$ cat src/rtl/cco_defs.svh
// constants for the coprocessor conditional-operation engine
`ifndef CCO_DEFS_SVH
`define CCO_DEFS_SVH

// register byte offsets
`define CCO_ADDR_CTRL 8'h00
`define CCO_ADDR_OPWORD 8'h04
`define CCO_ADDR_SELWORD 8'h08
`define CCO_ADDR_EXTCFG 8'h0c
`define CCO_ADDR_DISP 8'h10
`define CCO_ADDR_SCAN 8'h14
`define CCO_ADDR_EADDR 8'h18
`define CCO_ADDR_STATUS 8'h1c
`define CCO_ADDR_NEXTPC 8'h20
`define CCO_ADDR_DREG0 8'h40
`define CCO_ADDR_DREG7 8'h5c

// control fields
`define CCO_CTRL_START 0
`define CCO_CTRL_COPROCESSOR_IDENTIFIER_LSB 1
`define CCO_CTRL_LONG 4

// extension config fields
`define CCO_EXT_CP_LSB 0
`define CCO_EXT_EA_LSB 4

// status fields
`define CCO_ST_BUSY 0
`define CCO_ST_DONE 1
`define CCO_ST_COND 2
`define CCO_ST_TAKEN 3
`define CCO_ST_ERR 4
`define CCO_ST_SVC_LSB 8

// reset values
`define CCO_RST_WORD 32'h0000_0000
`define CCO_RST_HALF 16'h0000

// operation word patterns
`define CCO_FLINE 4'hf
`define CCO_SCC_PAT 3'h1
`define CCO_NATIVE_DECREMENT_BRANCH_PAT 6'h09
`define CCO_BCC_W_PAT 3'h2
`define CCO_BCC_L_PAT 3'h3
`define CCO_EA_DREG_MODE 3'h0

// response word: null primitive and its condition bit
`define CCO_NULL_MASK 16'h3f00
`define CCO_NULL_CODE 16'h0c00
`define CCO_COND_BIT 0

// flag byte values and loop terminal value
`define CCO_FLAG_TRUE 8'hff
`define CCO_FLAG_FALSE 8'h00
`define CCO_LOOP_END 16'hffff

`endif

$ cat src/rtl/cco_pkg.sv
// types and shared arithmetic for the coprocessor conditional-operation engine
package cco_pkg;

  typedef enum logic [1:0] {
    CCO_OP_NONE,
    CCO_OP_BCC,
    CCO_OP_SCC,
    CCO_OP_NATIVE_DECREMENT_BRANCH
  } cco_op_t;

  typedef struct packed {
    cco_op_t op;
    logic long_disp;
    logic [5:0] ea;
    logic [2:0] dreg;
  } cco_dec_t;

  typedef struct packed {
    logic req;
    logic [31:0] addr;
    logic [7:0] data;
  } cco_bwr_t;

  function automatic logic [31:0] cco_sext16(input logic [15:0] w);
    cco_sext16 = {{16{w[15]}}, w};
  endfunction

endpackage

$ cat src/rtl/cco_decode.sv
// operation word decoder for coprocessor conditional instructions
`timescale 1ns/100ps
`include "cco_defs.svh"

module cco_decode import cco_pkg::*; (
  // operation word and configured identifier
  input wire logic [15:0] op_word,
  input wire logic [2:0] coprocessor_identifier,
  // decoded result
  output cco_dec_t dec
);

  // ==========================================================
  // decode
  logic fline;
  logic id_hit;

  assign fline = op_word[15:12] == `CCO_FLINE;
  assign id_hit = op_word[11:9] == coprocessor_identifier;

  always_comb begin
    dec = '0;
    dec.ea = op_word[5:0];
    dec.dreg = op_word[2:0];
    if (fline && id_hit) begin
      if (op_word[8:3] == `CCO_NATIVE_DECREMENT_BRANCH_PAT) begin
        dec.op = CCO_OP_NATIVE_DECREMENT_BRANCH;
      end else if (op_word[8:6] == `CCO_SCC_PAT) begin
        dec.op = CCO_OP_SCC;
      end else if (op_word[8:6] == `CCO_BCC_W_PAT) begin
        dec.op = CCO_OP_BCC;
      end else if (op_word[8:6] == `CCO_BCC_L_PAT) begin
        dec.op = CCO_OP_BCC;
        dec.long_disp = 1'b1;
      end
    end
  end

endmodule

$ cat src/rtl/cco_cp_port.sv
// condition handshake with the coprocessor: write selector, poll response
`timescale 1ns/100ps
`include "cco_defs.svh"

module cco_cp_port import cco_pkg::*; (
  // clock and reset
  input wire logic hclk,
  input wire logic hresetn,
  // engine side
  input wire logic start,
  input wire logic [15:0] sel_word,
  output logic done,
  output logic cond,
  output logic [7:0] svc_cnt,
  // coprocessor side
  output logic cp_cond_wr,
  output logic [15:0] cp_cond_wdata,
  input wire logic cp_cond_ack,
  output logic cp_resp_rd,
  input wire logic cp_resp_ack,
  input wire logic [15:0] cp_resp_rdata
);

  // ==========================================================
  // sequencer
  typedef enum logic [1:0] {P_IDLE, P_WR, P_RD} cco_pst_t;
  cco_pst_t pst_r;
  logic is_null;

  assign is_null = (cp_resp_rdata & `CCO_NULL_MASK) == `CCO_NULL_CODE;
  assign cp_cond_wr = pst_r == P_WR;
  assign cp_resp_rd = pst_r == P_RD;

  always_ff @(posedge hclk or negedge hresetn) begin
    if (!hresetn) begin
      pst_r <= P_IDLE;
    end else begin
      unique case (pst_r)
        P_IDLE: if (start) pst_r <= P_WR;
        P_WR: if (cp_cond_ack) pst_r <= P_RD;
        // service primitives are only counted in svc_cnt; keep polling until null
        P_RD: if (cp_resp_ack && is_null) pst_r <= P_IDLE;
      endcase
    end
  end

  always_ff @(posedge hclk or negedge hresetn) begin
    if (!hresetn) begin
      cp_cond_wdata <= `CCO_RST_HALF;
    end else if (start && pst_r == P_IDLE) begin
      cp_cond_wdata <= sel_word;
    end
  end

  always_ff @(posedge hclk or negedge hresetn) begin
    if (!hresetn) begin
      done <= 1'b0;
      cond <= 1'b0;
      svc_cnt <= 8'h00;
    end else begin
      done <= pst_r == P_RD && cp_resp_ack && is_null;
      if (start && pst_r == P_IDLE) begin
        svc_cnt <= 8'h00;
      end else if (pst_r == P_RD && cp_resp_ack) begin
        if (is_null) begin
          cond <= cp_resp_rdata[`CCO_COND_BIT];
        end else begin
          svc_cnt <= svc_cnt + 8'h01;
        end
      end
    end
  end

endmodule

$ cat src/rtl/cco_engine.sv
// coprocessor conditional-operation engine with an AHB-Lite register slave
//
// Notes on behaviour
// - branch on false condition falls through to the next instruction.
// - branch on true: target is scan pointer plus displacement.
// - scan pointer addresses the first displacement word when target is formed.
// - branch displacement is a two's-complement word or long word.
// - a word branch displacement is sign-extended before the add.
// - set-flag form: identifier in bits 11..9, 001 in bits 8..6.
// - set-flag low six bits select the destination byte's addressing mode.
// - set-flag and loop forms write the selector word to the condition register.
// - coprocessor extension word count is configured, never assumed fixed.
// - set-flag ends with zero to five address extension words.
// - after the selector write the response register is read.
// - false set-flag result writes the destination byte as all zeros.
// - true set-flag result writes the destination byte as all ones.
// - loop form: identifier in bits 11..9, 001001 in bits 8..3.
// - loop form bits 2..0 pick the counter data register.
// - loop displacement is the final word after extension words.
// - loop displacement word is sign-extended before the add.
// - loop false: decrement counter low word, fall through at minus one.
// - branch form carries 1111 in bits 15..12 and the selector in bits 5..0.
`timescale 1ns/100ps
`include "cco_defs.svh"

module cco_engine import cco_pkg::*; (
  // clock and reset
  input wire logic hclk,
  input wire logic hresetn,
  // ahb-lite slave
  input wire logic hsel,
  input wire logic [31:0] haddr,
  input wire logic [1:0] htrans,
  input wire logic hwrite,
  input wire logic [2:0] hsize,
  input wire logic [31:0] hwdata,
  input wire logic hready,
  output logic hreadyout,
  output logic hresp,
  output logic [31:0] hrdata,
  // coprocessor condition interface
  output logic cp_cond_wr,
  output logic [15:0] cp_cond_wdata,
  input wire logic cp_cond_ack,
  output logic cp_resp_rd,
  input wire logic cp_resp_ack,
  input wire logic [15:0] cp_resp_rdata,
  // byte write toward memory
  output cco_bwr_t mem_wr,
  input wire logic mem_ack
);

  // ==========================================================
  // registers
  logic [2:0] coprocessor_identifier_r;
  logic long_r;
  logic [15:0] opword_r;
  logic [15:0] selword_r;
  logic [3:0] cp_ext_r;
  logic [2:0] ea_ext_r;
  logic [31:0] disp_r;
  logic [31:0] scan_r;
  logic [31:0] eaddr_r;
  logic [31:0] nextpc_r;
  logic busy_r;
  logic done_r;
  logic cond_r;
  logic taken_r;
  logic err_r;
  logic [31:0] dreg_r [8];
  logic [7:0] svc_cnt;

  // ==========================================================
  // ahb-lite slave: zero wait states, always okay
  logic wr_pend_r;
  logic [7:0] wr_addr_r;
  logic acc;
  logic start;
  logic wr_dreg;

  assign hreadyout = 1'b1;
  assign hresp = 1'b0;
  assign acc = hsel && hready && htrans[1];

  always_ff @(posedge hclk or negedge hresetn) begin
    if (!hresetn) begin
      wr_pend_r <= 1'b0;
      wr_addr_r <= 8'h00;
    end else begin
      wr_pend_r <= acc && hwrite;
      wr_addr_r <= haddr[7:0];
    end
  end

  function automatic logic [31:0] rd_mux(input logic [7:0] a);
    rd_mux = 32'h0000_0000;
    unique case (a)
      `CCO_ADDR_CTRL: rd_mux = {27'h0, long_r, coprocessor_identifier_r, 1'b0};
      `CCO_ADDR_OPWORD: rd_mux = {16'h0000, opword_r};
      `CCO_ADDR_SELWORD: rd_mux = {16'h0000, selword_r};
      `CCO_ADDR_EXTCFG: rd_mux = {25'h0, ea_ext_r, cp_ext_r};
      `CCO_ADDR_DISP: rd_mux = disp_r;
      `CCO_ADDR_SCAN: rd_mux = scan_r;
      `CCO_ADDR_EADDR: rd_mux = eaddr_r;
      `CCO_ADDR_STATUS: rd_mux = {16'h0000, svc_cnt, 3'h0, err_r, taken_r, cond_r, done_r, busy_r};
      `CCO_ADDR_NEXTPC: rd_mux = nextpc_r;
      default: begin
        if (a >= `CCO_ADDR_DREG0 && a <= `CCO_ADDR_DREG7 && a[1:0] == 2'b00) begin
          rd_mux = dreg_r[a[4:2]];
        end
      end
    endcase
  endfunction

  always_ff @(posedge hclk or negedge hresetn) begin
    if (!hresetn) begin
      hrdata <= `CCO_RST_WORD;
    end else if (acc && !hwrite) begin
      hrdata <= rd_mux(haddr[7:0]);
    end
  end

  assign start = wr_pend_r && wr_addr_r == `CCO_ADDR_CTRL && hwdata[`CCO_CTRL_START] && !busy_r;
  assign wr_dreg = wr_pend_r && wr_addr_r >= `CCO_ADDR_DREG0 && wr_addr_r <= `CCO_ADDR_DREG7;

  always_ff @(posedge hclk or negedge hresetn) begin
    if (!hresetn) begin
      coprocessor_identifier_r <= 3'h0;
      long_r <= 1'b0;
      opword_r <= `CCO_RST_HALF;
      selword_r <= `CCO_RST_HALF;
      cp_ext_r <= 4'h0;
      ea_ext_r <= 3'h0;
      disp_r <= `CCO_RST_WORD;
      scan_r <= `CCO_RST_WORD;
      eaddr_r <= `CCO_RST_WORD;
    end else if (wr_pend_r && !busy_r) begin
      unique case (wr_addr_r)
        `CCO_ADDR_CTRL: begin
          coprocessor_identifier_r <= hwdata[`CCO_CTRL_COPROCESSOR_IDENTIFIER_LSB +: 3];
          long_r <= hwdata[`CCO_CTRL_LONG];
        end
        `CCO_ADDR_OPWORD: opword_r <= hwdata[15:0];
        `CCO_ADDR_SELWORD: selword_r <= hwdata[15:0];
        `CCO_ADDR_EXTCFG: begin
          cp_ext_r <= hwdata[`CCO_EXT_CP_LSB +: 4];
          ea_ext_r <= hwdata[`CCO_EXT_EA_LSB +: 3];
        end
        `CCO_ADDR_DISP: disp_r <= hwdata;
        `CCO_ADDR_SCAN: scan_r <= hwdata;
        `CCO_ADDR_EADDR: eaddr_r <= hwdata;
        default: ;
      endcase
    end
  end

  // ==========================================================
  // decode and coprocessor handshake
  cco_dec_t dec;
  logic cp_done;
  logic cp_cond;
  logic [15:0] cond_word;
  logic [2:0] coprocessor_identifier_sel;

  // an identifier written together with start must govern that same start
  assign coprocessor_identifier_sel = (wr_pend_r && wr_addr_r == `CCO_ADDR_CTRL && !busy_r)
    ? hwdata[`CCO_CTRL_COPROCESSOR_IDENTIFIER_LSB +: 3] : coprocessor_identifier_r;

  cco_decode u_dec (
    .op_word(opword_r),
    .coprocessor_identifier(coprocessor_identifier_sel),
    .dec(dec)
  );

  // the branch form carries its selector in the operation word itself
  assign cond_word = (dec.op == CCO_OP_BCC) ? opword_r : selword_r;

  cco_cp_port u_port (
    .hclk(hclk),
    .hresetn(hresetn),
    .start(start && dec.op != CCO_OP_NONE),
    .sel_word(cond_word),
    .done(cp_done),
    .cond(cp_cond),
    .svc_cnt(svc_cnt),
    .cp_cond_wr(cp_cond_wr),
    .cp_cond_wdata(cp_cond_wdata),
    .cp_cond_ack(cp_cond_ack),
    .cp_resp_rd(cp_resp_rd),
    .cp_resp_ack(cp_resp_ack),
    .cp_resp_rdata(cp_resp_rdata)
  );

  // ==========================================================
  // address arithmetic
  logic [31:0] disp_ptr;
  logic [31:0] disp_val;
  logic [31:0] target;
  logic [31:0] after_disp;
  logic [31:0] after_ea;
  logic [15:0] cnt_dec;
  logic ea_is_dreg;

  // pointer to the first displacement word, past any extension words
  assign disp_ptr = scan_r + ((dec.op == CCO_OP_BCC) ? 32'h2 : 32'h4)
    + {27'h0, cp_ext_r, 1'b0};
  assign disp_val = (dec.op == CCO_OP_BCC && dec.long_disp) ? disp_r
    : cco_sext16(disp_r[15:0]);
  assign target = disp_ptr + disp_val;
  assign after_disp = disp_ptr + ((dec.long_disp && dec.op == CCO_OP_BCC) ? 32'h4 : 32'h2);
  assign after_ea = disp_ptr + {28'h0, ea_ext_r, 1'b0};
  assign cnt_dec = dreg_r[dec.dreg][15:0] - 16'h0001;
  assign ea_is_dreg = dec.ea[5:3] == `CCO_EA_DREG_MODE;

  // ==========================================================
  // execution sequence
  typedef enum logic [1:0] {S_IDLE, S_COND, S_EXEC, S_BYTE} cco_st_t;
  cco_st_t st_r;
  logic flag_cond;

  always_ff @(posedge hclk or negedge hresetn) begin
    if (!hresetn) begin
      st_r <= S_IDLE;
    end else begin
      unique case (st_r)
        S_IDLE: if (start && dec.op != CCO_OP_NONE) st_r <= S_COND;
        S_COND: if (cp_done) st_r <= S_EXEC;
        S_EXEC: st_r <= (dec.op == CCO_OP_SCC && !ea_is_dreg) ? S_BYTE : S_IDLE;
        S_BYTE: if (mem_ack) st_r <= S_IDLE;
      endcase
    end
  end

  always_ff @(posedge hclk or negedge hresetn) begin
    if (!hresetn) begin
      busy_r <= 1'b0;
      done_r <= 1'b0;
      cond_r <= 1'b0;
      taken_r <= 1'b0;
      err_r <= 1'b0;
      nextpc_r <= `CCO_RST_WORD;
    end else begin
      if (start) begin
        busy_r <= dec.op != CCO_OP_NONE;
        done_r <= dec.op == CCO_OP_NONE;
        err_r <= dec.op == CCO_OP_NONE;
        taken_r <= 1'b0;
      end else if (st_r == S_EXEC) begin
        cond_r <= cp_cond;
        unique case (dec.op)
          CCO_OP_BCC: begin
            taken_r <= cp_cond;
            nextpc_r <= cp_cond ? target : after_disp;
          end
          CCO_OP_NATIVE_DECREMENT_BRANCH: begin
            taken_r <= !cp_cond && cnt_dec != `CCO_LOOP_END;
            nextpc_r <= (!cp_cond && cnt_dec != `CCO_LOOP_END) ? target : after_disp;
          end
          default: nextpc_r <= after_ea;
        endcase
        if (!(dec.op == CCO_OP_SCC && !ea_is_dreg)) begin
          busy_r <= 1'b0;
          done_r <= 1'b1;
        end
      end else if (st_r == S_BYTE && mem_ack) begin
        busy_r <= 1'b0;
        done_r <= 1'b1;
      end
    end
  end

  assign flag_cond = cp_cond;

  // memory destination: a single byte-wide write request
  always_ff @(posedge hclk or negedge hresetn) begin
    if (!hresetn) begin
      mem_wr <= '0;
    end else if (st_r == S_EXEC && dec.op == CCO_OP_SCC && !ea_is_dreg) begin
      mem_wr.req <= 1'b1;
      mem_wr.addr <= eaddr_r;
      mem_wr.data <= flag_cond ? `CCO_FLAG_TRUE : `CCO_FLAG_FALSE;
    end else if (mem_ack) begin
      mem_wr.req <= 1'b0;
    end
  end

  // data registers; engine update wins over a colliding bus write
  always_ff @(posedge hclk or negedge hresetn) begin
    if (!hresetn) begin
      for (int i = 0; i < 8; i++) begin
        dreg_r[i] <= `CCO_RST_WORD;
      end
    end else if (st_r == S_EXEC && dec.op == CCO_OP_NATIVE_DECREMENT_BRANCH && !cp_cond) begin
      dreg_r[dec.dreg][15:0] <= cnt_dec;
    end else if (st_r == S_EXEC && dec.op == CCO_OP_SCC && ea_is_dreg) begin
      dreg_r[dec.ea[2:0]][7:0] <= flag_cond ? `CCO_FLAG_TRUE : `CCO_FLAG_FALSE;
    end else if (wr_dreg) begin
      dreg_r[wr_addr_r[4:2]] <= hwdata;
    end
  end

endmodule

$ cat config.mk
export PLATFORM = sky130hd
export DESIGN_NAME = cco_engine
export DESIGN_NICKNAME = d
export VERILOG_FILES = /design/src/rtl/cco_pkg.sv /design/src/rtl/cco_decode.sv /design/src/rtl/cco_cp_port.sv /design/src/rtl/cco_engine.sv
export VERILOG_INCLUDE_DIRS = /design/src /design/src/rtl
export SDC_FILE = /design/constraint.sdc
export NUM_CORES = 1
export LEC_CHECK = 0
export BUFFER_PORTS_ARGS = -buffer_cell sky130_fd_sc_hd__buf_2
export CORE_MARGIN = 2
export CORE_UTILIZATION = 58
export CTS_BUF_LIST = sky130_fd_sc_hd__clkbuf_8
export CTS_CLUSTER_SIZE = 25
export DETAILED_ROUTE_END_ITERATION = 8
export PLACE_DENSITY = 0.8
export SETUP_SLACK_MARGIN = 0.5
export SLEW_MARGIN = 40
export SYNTH_ARGS = -nofsm -noshare
export SYNTH_HDL_FRONTEND = slang
export SYNTH_SLANG_ARGS = --single-unit
export TNS_END_PERCENT = 20
$ cat constraint.sdc
create_clock -name hclk -period 7.73 [get_ports hclk]
set_input_delay 0.3865 -clock hclk [delete_from_list [all_inputs] [get_ports hclk]]
set_output_delay 0.3865 -clock hclk [all_outputs]
set_load 0.02 [all_outputs]
==> results.cfg <==
[clock_tree]
clk_pin_slew_ns = 0.06
clock_sinks = 537
cts_tree = done
h-tree-depth = 3
cts_made_buffers = 88
cts-root-buf = clkbuf_8
insertion_delay_ns = 0.71
clock_path_buffers = 3

[worst_setup_path]
end_kind = register
path_class = reg -> reg
critPathLaunchType = register
cp_slowest_cell = or3b_2
cp_data_arrival_time_ns = 7.56
max_stage_delay_ns = 0.58
crit_required_ns = 8.30
path_max_fanout = 10

[detailed_routing]
wl_met2_mm = 46.18
vias = 27010
avgViaCountPerCell = 6.928
top_layer = met4
drcViolationCount = 0
wl_met1_mm = 38.60
routed_wl_mm = 103.7
ant_nets = 0
detail_route.wl_per_cell_um = 26.60
firstDrtPassIters = 9
met3RoutedLength_mm = 12.11
dr.first_iter.drc_count = 3446

[synthesis]
syn_area_mm2 = 0.03129
seq_area_frac_synth_pct = 42.94
postSynthCellCount = 3026
ys_types = 106
syn_avg_cell_area_um2 = 10.34
yosysWarnings = 0
ys_ff_latch = 537
synth_ff_type = dfrtp_1
synth_edf_count = 0
synthArstFlopShare_pct = 100.0
synthesis.nets = 3174

[status]
status = completed

[sta]
worst_slack_ns = 0.7398
timing.hold.ws_ns = 0.08398
slew_viol_final = 0
fin_setup_tns_ns = 0
fmax_mhz = 143.1
worst_slew_pin_slew_ns = 0.8982
relSlewSlack_pct = 40.12
finalSetupViolCount = 0
fin_crit_sh_pct = 90.43
hold_violations = 0
fin_crit_ns = 6.990
skew_ns = 0.04068
rsz0062_at_grt = yes

[placement]
dp_slack_ns = 0.2747
dpl.hpwl_mm = 70.72
place_area_mm2 = 0.03265
io_buffers = 146
gp_congestion = 0.9952

[floorplan]
core_area_mm2 = 0.05360
dieHeight_um = 236.3
num_rows = 85
die_area_mm2 = 0.05583
pin_count = 186
chipWidth_um = 236.3
initial_core_util_pct = 58.38

[min_path]
hold_class = in -> reg

[power_and_ir_drop]
ir_drop_uv = 191.4
leakagePower_nw = 15.10
p_total_mw = 6.847
power.density_mw_per_mm2 = 196.2

[layout]
drive_above_1_share_pct = 26.42
fillers = 4179
fin_area_mm2 = 0.03489
layout.nets = 3277
syn2layout_area_growth_pct = 11.50

[run]
cap_viol_max_count = 0

[grt]
grt_pass1_wl_mm = 158.9
grt_overflow_total = 0
grtUsageTotal_pct = 37.00
grt_pass1_vias = 26870
antenna_found_initial = 6
grt_max_degree = 104
[layout by cell type (no fill, tap or decap), drive strengths merged, types with 23 or more instances in the layout]
| master | instances |
|---|---|
| a21o | 28 |
| a21oi | 144 |
| a221oi | 38 |
| a22oi | 139 |
| buf | 224 |
| clkbuf | 111 |
| dfrtp | 537 |
| ha | 49 |
| inv | 69 |
| mux2 | 286 |
| mux2i | 71 |
| mux4 | 79 |
| nand2 | 354 |
| nand3 | 49 |
| nor2 | 226 |
| nor2b | 23 |
| nor3 | 59 |
| o21a | 34 |
| o21ai | 175 |
| or3 | 24 |
| xnor2 | 66 |
| xor2 | 39 |
[Yosys cell counts (all sizes together), types with 7 or more instances]
cell type,n,area (um2)
nor4,18,125.1
clkbuf,145,546.8
a22oi,139,1044
mux4,79,1787
o221ai,7,61.31
ha,49,613.1
a21oi,144,743.2
a22o,9,78.83
or2,8,52.56
mux2i,71,723.2
or3,24,155.1
nor2b,23,143.9
a222oi,13,130.1
or4,9,71.32
a21boi,8,86.34
nand4,21,137.6
and2,16,100.1
a221o,17,170.2
nor2,226,880.8
nor3,59,326.6
xnor2,66,578.1
xor2,39,341.6
a31oi,17,106.4
dfrtp,537,13440
nand2b,21,131.4
buf,78,498.0
and3,14,87.58
o22ai,21,145.1
nand3,49,250.2
a21o,28,210.2
mux2,286,3221
inv,44,165.2
nand2,354,1336
a221oi,38,351.6
o31ai,14,123.9
o211ai,9,67.56
a32oi,10,95.10
o21ai,175,898.4
o21a,34,255.2
nor3b,8,60.06
o2111ai,19,166.4
[sequential cells by signal (all words and copies together), names as in the netlist, 2 cells and up]
name                      count
coprocessor_identifier_r      3
cp_ext_r                      4
selword_r                    16
nextpc_r                     32
ea_ext_r                      3
st_r                          2
u_port.pst_r                  2
opword_r                     16
dreg_r                      256
disp_r                       32
eaddr_r                      32
scan_r                       32
wr_addr_r                     8
mem_wr                       34
u_port.cp_cond_wdata         16
hrdata                       32
u_port.svc_cnt                8
[cell families (layout without fill, tap and decap cells)]
family          after synthesis  in the layout  synth area share [%]
mux                         436            436                 18.31
compound gates              749            749                 16.57
simple gates                874            874                 12.99
buf+inv                     268            440                 3.878
other cells                   2              7               0.02400
xor+xnor                    105            105                 2.939
flops                       537            537                 42.94
fa+ha+maj                    55             55                 2.343
[through the flow]
stage | instances | util [%]
finish | 3899 | 65.10
global route | 3897 | 65.09
CTS | 3887 | 64.78
detailed placement | 3716 | 60.91
global placement | 3710 | 60.64
floorplan | 3026 | -
[worst max-delay path: cells and delay by family (launching register included)]
family / cells / cell delay, ns
flops: 1 / 0.38
buf+inv: 2 / 0.31
fa+ha+maj: 3 / 1.06
simple gates: 11 / 3.07
compound gates: 12 / 2.04
[layer usage]
layer  global-route usage, %  vias to the layer above
li1                        -                    11400
met1                   48.29                    13250
met2                   56.63                     1874
met3                   9.713                      490
met4                   20.31                        0
met5                       0                        -
[final cells by class]
cell class                 count  area [um2]  area share (%)
antenna                        5       12.51         0.03586
clock buffer                 110        1514           4.339
clock inverter                49       409.1           1.173
inverter                      45       168.9          0.4841
multi-input combinational   2221       16950           48.56
sequential                   537       13440           38.52
tap                          696       870.8           2.496
timing repair buffer         236        1530           4.386
[repair_timing]
action                                  4_1_cts  5_1_grt
endpoints found under the setup margin        9       14
hold buffers                                 11        0
cloned                                        0        0
pin swaps                                     0        5
endpoints found under the hold margin        85        0
setup buffers                                 1        7
gates resized for setup                       6       19
[power by group]
| group | internal [mW] | switching [mW] |
|---|---|---|
| logic | 0.399 | 0.587 |
| clock network | 1.52 | 1.21 |
| registers | 2.98 | 0.152 |
[final timing paths]
| check | from | end | slack, ns | cells after the start |
|---|---|---|---|---|
| worst max-delay path | wr_addr_r[7] | nextpc_r[30] | 0.74 | 28 |
| worst min-delay path | hwrite | wr_pend_r | 0.08 | 3 |
| worst max register to register | wr_addr_r[7] | nextpc_r[30] | 0.74 | 28 |
| worst min register to register | mem_wr[25] | mem_wr[25] | 0.47 | 2 |
| max in group asynchronous | hresetn | dreg_r[84] | 5.94 | 4 |
| min in group asynchronous | hresetn | u_port.pst_r[0] | 0.28 | 2 |
Note: power is estimated with default switching activity, not from simulation.
